==> src/adc_cfg_consts.vh <==
// Constants for the configuration register bank and its serial command port
`ifndef ADC_CFG_CONSTS_VH
`define ADC_CFG_CONSTS_VH

`define CFG0_ADDR        2'h0
`define CFG1_ADDR        2'h1
`define CFG2_ADDR        2'h2
`define CFG3_ADDR        2'h3
`define CFG_RESET_VAL    8'h00

`define RATE_MSB         7
`define RATE_LSB         5
`define OPMODE_MSB       4
`define OPMODE_LSB       3
`define REFSEL_MSB       7
`define REFSEL_LSB       6
`define LINEREJ_MSB      5
`define LINEREJ_LSB      4
`define SWITCH_BIT       3
`define EXC_MSB          2
`define EXC_LSB          0
`define SRCA_MSB         7
`define SRCA_LSB         5
`define SRCB_MSB         4
`define SRCB_LSB         2
`define READY_SEL_BIT    1

`define OPMODE_NORMAL    2'h0
`define OPMODE_DUTY      2'h1
`define OPMODE_TURBO     2'h2
`define RATE_SLOWEST     3'h0
`define RATE_UNUSED      3'h7
`define EXC_OFF          3'h0
`define EXC_UNUSED       3'h1
`define EXC_UNSPEC       3'h3
`define ROUTE_OFF        3'h0
`define ROUTE_UNUSED     3'h7

`define CMD_RESET        8'h06
`define CMD_START        8'h08
`define CMD_SLEEP        8'h02
`define CMD_OP_MASK      8'hF0
`define CMD_READ_OP      8'h20
`define CMD_WRITE_OP     8'h40
`define CMD_ADDR_MSB     3
`define CMD_ADDR_LSB     2

`endif

==> src/spi_mode1_slave.v <==
// Byte-wide serial slave: clock idles low, launch on rising edge, sample on falling edge
`timescale 1ns/1ps
module spi_mode1_slave (
  input  wire       mclk,
  input  wire       rst,
  input  wire       sclk_pin,
  input  wire       cs_n_pin,
  input  wire       din_pin,
  input  wire       tx_load,
  input  wire [7:0] tx_byte,
  output reg  [7:0] rx_byte_q,
  output reg        rx_valid_q,
  output reg        frame_start_q,
  output reg        dout_q,
  output wire       selected
);
  reg [2:0] sclk_s1_q, sclk_s2_q;
  reg       sclk_prev_q;
  reg [7:0] rx_shift_q;
  reg [7:0] tx_shift_q;
  reg [2:0] bit_cnt_q;
  reg       cs_prev_q;
  wire      sclk_s;
  wire      cs_n_s;
  wire      din_s;
  wire      rise;
  wire      fall;

  // Pin inputs cross into mclk through two flops each; only the second stage is read
  // Reset to the idle pin levels (clock low, select high) so no false frame follows reset
  always @(posedge mclk) begin
    if (rst) begin
      sclk_s1_q <= 3'h3;
      sclk_s2_q <= 3'h3;
    end else begin
      sclk_s1_q <= {sclk_pin, cs_n_pin, din_pin};
      sclk_s2_q <= sclk_s1_q;
    end
  end

  assign sclk_s   = sclk_s2_q[2];
  assign cs_n_s   = sclk_s2_q[1];
  assign din_s    = sclk_s2_q[0];
  assign selected = ~cs_n_s;
  assign rise     = selected & sclk_s & ~sclk_prev_q;
  assign fall     = selected & ~sclk_s & sclk_prev_q;

  always @(posedge mclk) begin
    if (rst) begin
      sclk_prev_q   <= 1'b0;
      cs_prev_q     <= 1'b1;
      rx_shift_q    <= 8'h00;
      tx_shift_q    <= 8'h00;
      bit_cnt_q     <= 3'h0;
      rx_byte_q     <= 8'h00;
      rx_valid_q    <= 1'b0;
      frame_start_q <= 1'b0;
      dout_q        <= 1'b0;
    end else begin
      sclk_prev_q   <= sclk_s;
      cs_prev_q     <= cs_n_s;
      rx_valid_q    <= 1'b0;
      frame_start_q <= cs_prev_q & ~cs_n_s;
      if (!selected) begin
        bit_cnt_q  <= 3'h0;
        tx_shift_q <= 8'h00;
      end else begin
        if (rise) begin
          dout_q     <= tx_shift_q[7];
          tx_shift_q <= {tx_shift_q[6:0], 1'b0};
        end else if (tx_load) begin
          tx_shift_q <= tx_byte;
        end
        if (fall) begin
          rx_shift_q <= {rx_shift_q[6:0], din_s};
          bit_cnt_q  <= bit_cnt_q + 3'h1;
          if (bit_cnt_q == 3'h7) begin
            rx_byte_q  <= {rx_shift_q[6:0], din_s};
            rx_valid_q <= 1'b1;
          end
        end
      end
    end
  end
endmodule // spi_mode1_slave

==> src/adc_config_reg_bank.v <==
// Configuration register bank with serial command port and decoded analog controls
`timescale 1ns/1ps
`include "adc_cfg_consts.vh"
module adc_config_reg_bank #(
  parameter DESTS = 6
) (
  input  wire             mclk,
  input  wire             rst,
  input  wire             sclk_pin,
  input  wire             cs_n_pin,
  input  wire             din_pin,
  input  wire             new_data,
  output reg              serial_out_ready_pin_q,
  output reg              serial_out_oe_q,
  output reg              data_ready_pin_n_q,
  output reg  [1:0]       reference_select_q,
  output reg  [1:0]       line_rejection_q,
  output reg              low_side_switch_closed_q,
  output reg  [2:0]       excitation_current_level_q,
  output reg              excitation_on_q,
  output reg  [DESTS-1:0] excitation_source_a_q,
  output reg  [DESTS-1:0] excitation_source_b_q,
  output reg  [2:0]       sample_rate_code_q,
  output reg  [1:0]       op_mode_q,
  output reg              rate_valid_q,
  output reg              converting_q
);
  localparam ST_CMD   = 3'b001;
  localparam ST_READ  = 3'b010;
  localparam ST_WRITE = 3'b100;

  reg  [7:0] cfg0_q, cfg1_q, cfg2_q, cfg3_q;
  reg  [2:0] state_q;
  reg  [1:0] addr_q;
  reg  [7:0] rd_data;
  reg        low_side_switch_ctrl;
  reg        tx_load;
  reg        ready_pending_q;
  wire [7:0] rx_byte;
  wire       rx_valid;
  wire       frame_start;
  wire       dout_bit;
  wire       selected;
  wire [1:0] cmd_addr;
  wire [2:0] source_a_routing;
  wire [2:0] source_b_routing;
  wire       exc_level_valid;
  wire       ready_signal_select;

  spi_mode1_slave u_spi (
    .mclk          (mclk),
    .rst           (rst),
    .sclk_pin      (sclk_pin),
    .cs_n_pin      (cs_n_pin),
    .din_pin       (din_pin),
    .tx_load       (tx_load),
    .tx_byte       (rd_data),
    .rx_byte_q     (rx_byte),
    .rx_valid_q    (rx_valid),
    .frame_start_q (frame_start),
    .dout_q        (dout_bit),
    .selected      (selected)
  );

  assign cmd_addr            = rx_byte[`CMD_ADDR_MSB:`CMD_ADDR_LSB];
  assign source_a_routing    = cfg3_q[`SRCA_MSB:`SRCA_LSB];
  assign source_b_routing    = cfg3_q[`SRCB_MSB:`SRCB_LSB];
  assign ready_signal_select = cfg3_q[`READY_SEL_BIT];

  always @* begin
    rd_data = `CFG_RESET_VAL;
    case (cmd_addr)
      `CFG0_ADDR: rd_data = cfg0_q;
      `CFG1_ADDR: rd_data = cfg1_q;
      `CFG2_ADDR: rd_data = cfg2_q;
      `CFG3_ADDR: rd_data = cfg3_q;
      default:    rd_data = `CFG_RESET_VAL;
    endcase
  end

  always @* begin
    tx_load = rx_valid && (state_q == ST_CMD) && ((rx_byte & `CMD_OP_MASK) == `CMD_READ_OP);
  end

  // Command and register write engine; one register per read or write command
  always @(posedge mclk) begin
    if (rst) begin
      cfg0_q  <= `CFG_RESET_VAL;
      cfg1_q  <= `CFG_RESET_VAL;
      cfg2_q  <= `CFG_RESET_VAL;
      cfg3_q  <= `CFG_RESET_VAL;
      state_q <= ST_CMD;
      addr_q  <= `CFG0_ADDR;
      converting_q <= 1'b0;
    end else if (!selected) begin
      state_q <= ST_CMD;
    end else if (rx_valid) begin
      case (state_q)
        ST_CMD: begin
          addr_q <= cmd_addr;
          if (rx_byte == `CMD_RESET) begin
            cfg0_q <= `CFG_RESET_VAL;
            cfg1_q <= `CFG_RESET_VAL;
            cfg2_q <= `CFG_RESET_VAL;
            cfg3_q <= `CFG_RESET_VAL;
            converting_q <= 1'b0;
          end else if (rx_byte == `CMD_START) begin
            converting_q <= 1'b1;
          end else if (rx_byte == `CMD_SLEEP) begin
            converting_q <= 1'b0;
          end else if ((rx_byte & `CMD_OP_MASK) == `CMD_READ_OP) begin
            state_q <= ST_READ;
          end else if ((rx_byte & `CMD_OP_MASK) == `CMD_WRITE_OP) begin
            state_q <= ST_WRITE;
          end
        end
        ST_WRITE: begin
          state_q <= ST_CMD;
          case (addr_q)
            `CFG0_ADDR: cfg0_q <= rx_byte;
            `CFG1_ADDR: cfg1_q <= rx_byte;
            `CFG2_ADDR: cfg2_q <= rx_byte;
            `CFG3_ADDR: cfg3_q <= rx_byte;
            default:    cfg0_q <= cfg0_q;
          endcase
        end
        ST_READ: state_q <= ST_CMD;
        default: state_q <= ST_CMD;
      endcase
    end
  end

  // Switch follows start and sleep only while automatic mode is enabled
  always @* begin
    low_side_switch_ctrl = cfg2_q[`SWITCH_BIT] & converting_q;
  end

  assign exc_level_valid = (cfg2_q[`EXC_MSB:`EXC_LSB] != `EXC_OFF) &&
                           (cfg2_q[`EXC_MSB:`EXC_LSB] != `EXC_UNUSED) &&
                           (cfg2_q[`EXC_MSB:`EXC_LSB] != `EXC_UNSPEC);

  // Routing code n+1 selects destination n: in0, in1, in2, in3, dedicated pos, dedicated neg
  genvar i;
  generate
    for (i = 0; i < DESTS; i = i + 1) begin : g_route
      always @(posedge mclk) begin
        if (rst) begin
          excitation_source_a_q[i] <= 1'b0;
          excitation_source_b_q[i] <= 1'b0;
        end else begin
          excitation_source_a_q[i] <= exc_level_valid && (source_a_routing == i + 1);
          excitation_source_b_q[i] <= exc_level_valid && (source_b_routing == i + 1);
        end
      end
    end
  endgenerate

  always @(posedge mclk) begin
    if (rst) begin
      reference_select_q         <= 2'h0;
      line_rejection_q           <= 2'h0;
      low_side_switch_closed_q   <= 1'b0;
      excitation_current_level_q <= `EXC_OFF;
      excitation_on_q            <= 1'b0;
      sample_rate_code_q         <= `RATE_SLOWEST;
      op_mode_q                  <= `OPMODE_NORMAL;
      rate_valid_q               <= 1'b0;
    end else begin
      reference_select_q <= cfg2_q[`REFSEL_MSB:`REFSEL_LSB];
      // Coefficients only matter in the slowest column entries
      if (cfg1_q[`RATE_MSB:`RATE_LSB] == `RATE_SLOWEST &&
          (cfg1_q[`OPMODE_MSB:`OPMODE_LSB] == `OPMODE_NORMAL ||
           cfg1_q[`OPMODE_MSB:`OPMODE_LSB] == `OPMODE_DUTY)) begin
        line_rejection_q <= cfg2_q[`LINEREJ_MSB:`LINEREJ_LSB];
      end else begin
        line_rejection_q <= 2'h0;
      end
      low_side_switch_closed_q   <= low_side_switch_ctrl;
      excitation_current_level_q <= exc_level_valid ? cfg2_q[`EXC_MSB:`EXC_LSB] : `EXC_OFF;
      excitation_on_q            <= exc_level_valid;
      // Code is handed to the converter as is; its period counts conversion clocks, so rates scale with it
      sample_rate_code_q <= cfg1_q[`RATE_MSB:`RATE_LSB];
      op_mode_q          <= cfg1_q[`OPMODE_MSB:`OPMODE_LSB];
      rate_valid_q       <= (cfg1_q[`RATE_MSB:`RATE_LSB] != `RATE_UNUSED) &&
                            (cfg1_q[`OPMODE_MSB:`OPMODE_LSB] != 2'h3);
    end
  end

  // Ready indication: new data wins over the clear at frame start
  always @(posedge mclk) begin
    if (rst) begin
      ready_pending_q        <= 1'b0;
      data_ready_pin_n_q     <= 1'b1;
      serial_out_ready_pin_q <= 1'b1;
      serial_out_oe_q        <= 1'b0;
    end else begin
      if (new_data) begin
        ready_pending_q <= 1'b1;
      end else if (frame_start) begin
        ready_pending_q <= 1'b0;
      end
      data_ready_pin_n_q <= ~(new_data | (ready_pending_q & ~frame_start));
      serial_out_oe_q    <= selected;
      if (selected && ready_signal_select && state_q == ST_CMD && !tx_load && !ready_pending_q) begin
        serial_out_ready_pin_q <= 1'b1;
      end else if (selected && ready_signal_select && state_q == ST_CMD && ready_pending_q) begin
        serial_out_ready_pin_q <= 1'b0;
      end else begin
        serial_out_ready_pin_q <= dout_bit;
      end
    end
  end
endmodule // adc_config_reg_bank

==> config.mk <==
export PLATFORM = sky130hd
export DESIGN_NAME = adc_config_reg_bank
export DESIGN_NICKNAME = d
export VERILOG_FILES = /design/src/spi_mode1_slave.v /design/src/adc_config_reg_bank.v
export VERILOG_INCLUDE_DIRS = /design/src
export SDC_FILE = /design/constraint.sdc
export NUM_CORES = 1
export LEC_CHECK = 0
export ABC_AREA = 1
export BUFFER_PORTS_ARGS = -buffer_cell sky130_fd_sc_hd__buf_2
export CORE_MARGIN = 2
export CORE_UTILIZATION = 60
export CTS_CLUSTER_SIZE = 28
export DETAILED_ROUTE_END_ITERATION = 16
export PLACE_DENSITY = 0.85
export SLEW_MARGIN = 5
export SYNTH_ARGS = -nofsm -noshare
export SYNTH_HDL_FRONTEND = slang
export SYNTH_HIERARCHICAL = 1
export SYNTH_SLANG_ARGS = --single-unit
==> constraint.sdc <==
create_clock -name mclk -period 3.8 [get_ports mclk]
set_input_delay 0.57 -clock mclk [delete_from_list [all_inputs] [get_ports mclk]]
set_output_delay 0.57 -clock mclk [all_outputs]
set_load 0.05 [all_outputs]
==> summary.md <==
| Metric | Value |
|---|---|
| Outcome | `finished clean` |
| Initial core utilization | `between 60% and 70%` |
| Total internal power | `roughly 1.4 mW` |
| Gpl congestion | `between 0.8 and 0.9` |
| Compound-Gate Fraction of Synth Area | `just under 9%` |
| Worst setup SP type | `flip-flop` |
| Synthesized Nets | `633` |
| Layout overhead on the synthesized area | `8.02%` |
| Relative max-transition margin | `between 40% and 50%` |
| Slew at the pin closest to its max-slew limit | `approximately 0.83 ns` |
| Flip-flop and latch count after synthesis | `106` |
| Number of buffers inserted to repair setup after CTS | `0` |
| Top_reg_cell synth | `sky130_fd_sc_hd__dfxtp_1` |
| Largest cells by area after synthesis | `sky130_fd_sc_hd__dfxtp_1, sky130_fd_sc_hd__nand2_1, sky130_fd_sc_hd__inv_1` |
| HPWL after detailed placement | `between 6 and 7 mm` |
| Average wire per standard cell | `12.6 um` |
| Fin Clk Skew | `about 0.01 ns` |
| Highest clock frequency the design can meet | `~470 MHz` |
| Synth warn | `6` |
| Biggest area consumer among synthesized cells | `sky130_fd_sc_hd__dfxtp_1` |
| Post-synthesis sequential area ratio | `a little under half` |
| Number of filler instances in the final layout | `between 600 and 700` |
| Congestion Overflow GR | `0` |
| Via density per instance | `roughly 5.2` |
| Critical path endpoint category | `flip-flop` |
| Unrepaired setup endpoints after global routing | `false` |
| Clk network pwr share | `34.6%` |
| Fraction of layout cells with a size suffix above 1 | `between 10% and 20%` |
| XOR/XNOR Fraction of Synth Area | `0%` |
| Via count of the first global-routing pass | `3,536` |
| Final worst path period share | `roughly 55%` |
| Share of power burned in registers | `between 60% and 70%` |
| Total via count in the routed design | `~4,000` |
| Critical path data required time | `between 4 and 5 ns` |
| Total of max-cap violations | `0` |
| Pin count of the biggest net entering global routing | `38` |
| Post-layout worst setup margin | `1.69 ns` |
| H-tree depth | `3` |
| Simple logic cell fraction of the synthesized area | `31.5%` |
| Count of mapped cells out of synthesis | `625` |
| Cell leakage power | `2.11 nW` |
| Die Span Y | `91.0 um` |
| Cts-stage hold buffer count | `0` |
| Number of non-filler instances in the completed layout | `between 700 and 800` |
| Final count of pins violating max slew | `0` |
| Worst-skew pair later-pin latency | `~0.37 ns` |
| Total routing usage reported by global routing | `a little under a quarter` |
| Cell count after placement | `about 740` |
| Switching power total | `0.397 mW` |
| Post_cts resized | `0` |
| Average cell area after synthesis | `a little over 7 um2` |
| Final setup TNS | `0 ns` |
| Arrival time reported for the critical path endpoint | `approximately 2.4 ns` |
| Async set or reset register ratio after synthesis | `0%` |
| Number of clock sinks | `between 100 and 150` |
| Boundary Pins | `37` |
| Worst slack after detailed placement | `~1.8 ns` |
| Total routed wirelength | `roughly 9.5 mm` |
| Antenna diode count | `0` |
| Largest family of logic cells by synthesized area | `simple AND/OR/NAND/NOR gates` |
| Combinational share of power | `2.9%` |
| Clock slew at the register clock pins of the worst setup and hold paths | `about 0.09 ns` |
| Synthesized area | `between 4000 and 5000 um2` |
| Cell chosen for the clock root | `sky130_fd_sc_hd__clkbuf_8` |
| Post-synthesis mux area share | `0%` |
| Post-route ant nets | `0` |
| Final hold vios | `0` |
| Clock tree from TritonCTS | `done` |
| Type of the tightest min-delay check | `primary input to flip-flop` |
| Area enclosed by the die boundary | `about 8300 um2` |
| EDFF count, synth | `0` |
| Row count | `31` |
| Number of distinct library cell variants in the gate-level netlist after synthesis | `34` |
| Post-synth top area share | `46.7%` |
| DRC violations left | `0` |
| DR pass1 iterations | `6` |
| Number of nets in the final layout | `between 600 and 700` |
| Antenna violations before repair | `0` |
| Width of the die | `around 91 um` |
| Max Root-Sink Buffers | `2` |
| Fraction of power spent switching nets | `roughly 22%` |
| Worst Setup Path Type | `flip-flop to flip-flop` |
| Core region area | `7290 um2` |
| Final setup fails | `0` |
| Minimum clock period after layout | `2.11 ns` |
| Detailed Route Iter0 Violations | `roughly 280` |
| Post-synthesis adder-cell area fraction | `less than 1%` |
| TritonCTS buffer count | `9` |
| Power density of the placed cells | `about 370 nW/um2` |
| Buffers added on ports | `36` |
| Crit path max fanout | `33` |
| Peak ir drop on the vdd network | `about 0.19 mV` |
| First-pass GRT wire length | `15.7 mm` |
[cell usage in the layout (no fill, tap or decap), types with 10 or more instances in the layout]
cell type and instances:
sky130_fd_sc_hd__nand3_1 21, sky130_fd_sc_hd__nand2_1 151, sky130_fd_sc_hd__buf_2 36, sky130_fd_sc_hd__nor2_1 80, sky130_fd_sc_hd__a21oi_1 19, sky130_fd_sc_hd__dfxtp_1 106, sky130_fd_sc_hd__inv_1 111, sky130_fd_sc_hd__nand4_1 30
sky130_fd_sc_hd__clkbuf_8 11, sky130_fd_sc_hd__nor3_1 10, sky130_fd_sc_hd__o21ai_0 15
[worst max-delay path, stage by stage (launching register included)]
cell	delay, ns
sky130_fd_sc_hd__dfxtp_1	0.36
sky130_fd_sc_hd__inv_2	0.20
sky130_fd_sc_hd__nand2_1	0.16
sky130_fd_sc_hd__a21oi_4	0.67
sky130_fd_sc_hd__nand3_2	0.35
sky130_fd_sc_hd__nand2_1	0.14
sky130_fd_sc_hd__nand2_1	0.06
sky130_fd_sc_hd__nor2_1	0.09
[registers in the layout (all words and copies together) (netlist names), 2 cells and up]
register	cells
u_spi/tx_shift_q	8
u_spi/bit_cnt_q	3
op_mode_q	2
excitation_current_level_q	3
cfg1_q	8
state_q	3
excitation_source_b_q	6
line_rejection_q	2
u_spi/rx_shift_q	7
u_spi/rx_byte_q	8
sample_rate_code_q	3
cfg2_q	8
reference_select_q	2
u_spi/sclk_s1_q	3
cfg3_q	8
cfg0_q	8
addr_q	2
excitation_source_a_q	6
u_spi/sclk_s2_q	3
[synthesized netlist by cell type (3+ instances only)]
| master | instances |
|---|---|
| sky130_fd_sc_hd__nand3_1 | 21 |
| sky130_fd_sc_hd__nand2_1 | 151 |
| sky130_fd_sc_hd__nand4_1 | 30 |
| sky130_fd_sc_hd__or2_2 | 4 |
| sky130_fd_sc_hd__nor4_1 | 5 |
| sky130_fd_sc_hd__nor2_1 | 80 |
| sky130_fd_sc_hd__dfxtp_1 | 106 |
| sky130_fd_sc_hd__buf_2 | 7 |
| sky130_fd_sc_hd__nand3_2 | 5 |
| sky130_fd_sc_hd__buf_1 | 3 |
| sky130_fd_sc_hd__o21ai_1 | 8 |
| sky130_fd_sc_hd__inv_2 | 6 |
| sky130_fd_sc_hd__o21ai_2 | 5 |
| sky130_fd_sc_hd__o21ai_0 | 15 |
| sky130_fd_sc_hd__a21oi_1 | 19 |
| sky130_fd_sc_hd__buf_6 | 4 |
| sky130_fd_sc_hd__inv_1 | 111 |
| sky130_fd_sc_hd__o2111ai_1 | 8 |
| sky130_fd_sc_hd__nor3_1 | 10 |
| sky130_fd_sc_hd__nand2_2 | 4 |
| sky130_fd_sc_hd__clkbuf_1 | 4 |
[final timing paths]
kind	start	to	slack [ns]	cells after the start
worst max-delay path	u_spi/sclk_s2_q[1]	cfg0_q[2]	1.69	7
worst min-delay path	cs_n_pin	u_spi/sclk_s1_q[1]	0.38	2
worst max register to register	u_spi/sclk_s2_q[1]	cfg0_q[2]	1.69	7
worst min register to register	u_spi/sclk_s1_q[1]	u_spi/sclk_s2_q[1]	0.42	1
[logic make-up after synthesis]
group	after synthesis
AND/OR/NAND/NOR	317
buffers and inverters	138
flip-flops	106
AO/OA/AOI/OAI	62
adder cells (fa/ha/maj)	2
[metrics by stage]
stage / util, % / hold slack, ns / power, mW / area [um2]
floorplan: - / 0.388 / 1.19 / 4540
finish: 67.3 / 0.383 / 1.79 / 4900
CTS: 67.3 / 0.381 / 1.80 / 4900
global route: 67.3 / 0.383 / 1.85 / 4900
detailed placement: 65.0 / 0.400 / 1.20 / 4740
global placement: 65.0 / 0.396 / 1.20 / 4740
[area by class of cell]
cell class                 count  area, um2  area share [%]
clock buffer                  11        151            3.09
tap                           99        124            2.53
multi-input combinational    381       1860            37.9
sequential                   106       2120            43.3
inverter                     119        447            9.11
timing repair buffer          37        188            3.83
clock inverter                 2       15.0           0.306
[power groups by stage]
| stage | Sequential, mW | Combinational (mW) | Clock (mW) |
|---|---|---|---|
| floorplan | 1.15 | 0.0321 | 0 |
| global placement | 1.15 | 0.0502 | 0 |
| detailed placement | 1.15 | 0.0512 | 0 |
| CTS | 1.12 | 0.0514 | 0.624 |
| global route | 1.12 | 0.0572 | 0.669 |
| finish | 1.12 | 0.0513 | 0.620 |
[metal layers]
metal | vias up | GRT usage, % | wire length (um)
met3 | 16 | 3.49 | 430
li1 | 1999 | - | -
met4 | 0 | 10.6 | 234
met2 | 103 | 40.5 | 4680
met1 | 1799 | 29.4 | 4160
met5 | - | 0 | 0
(Power assumes the default switching activity.)
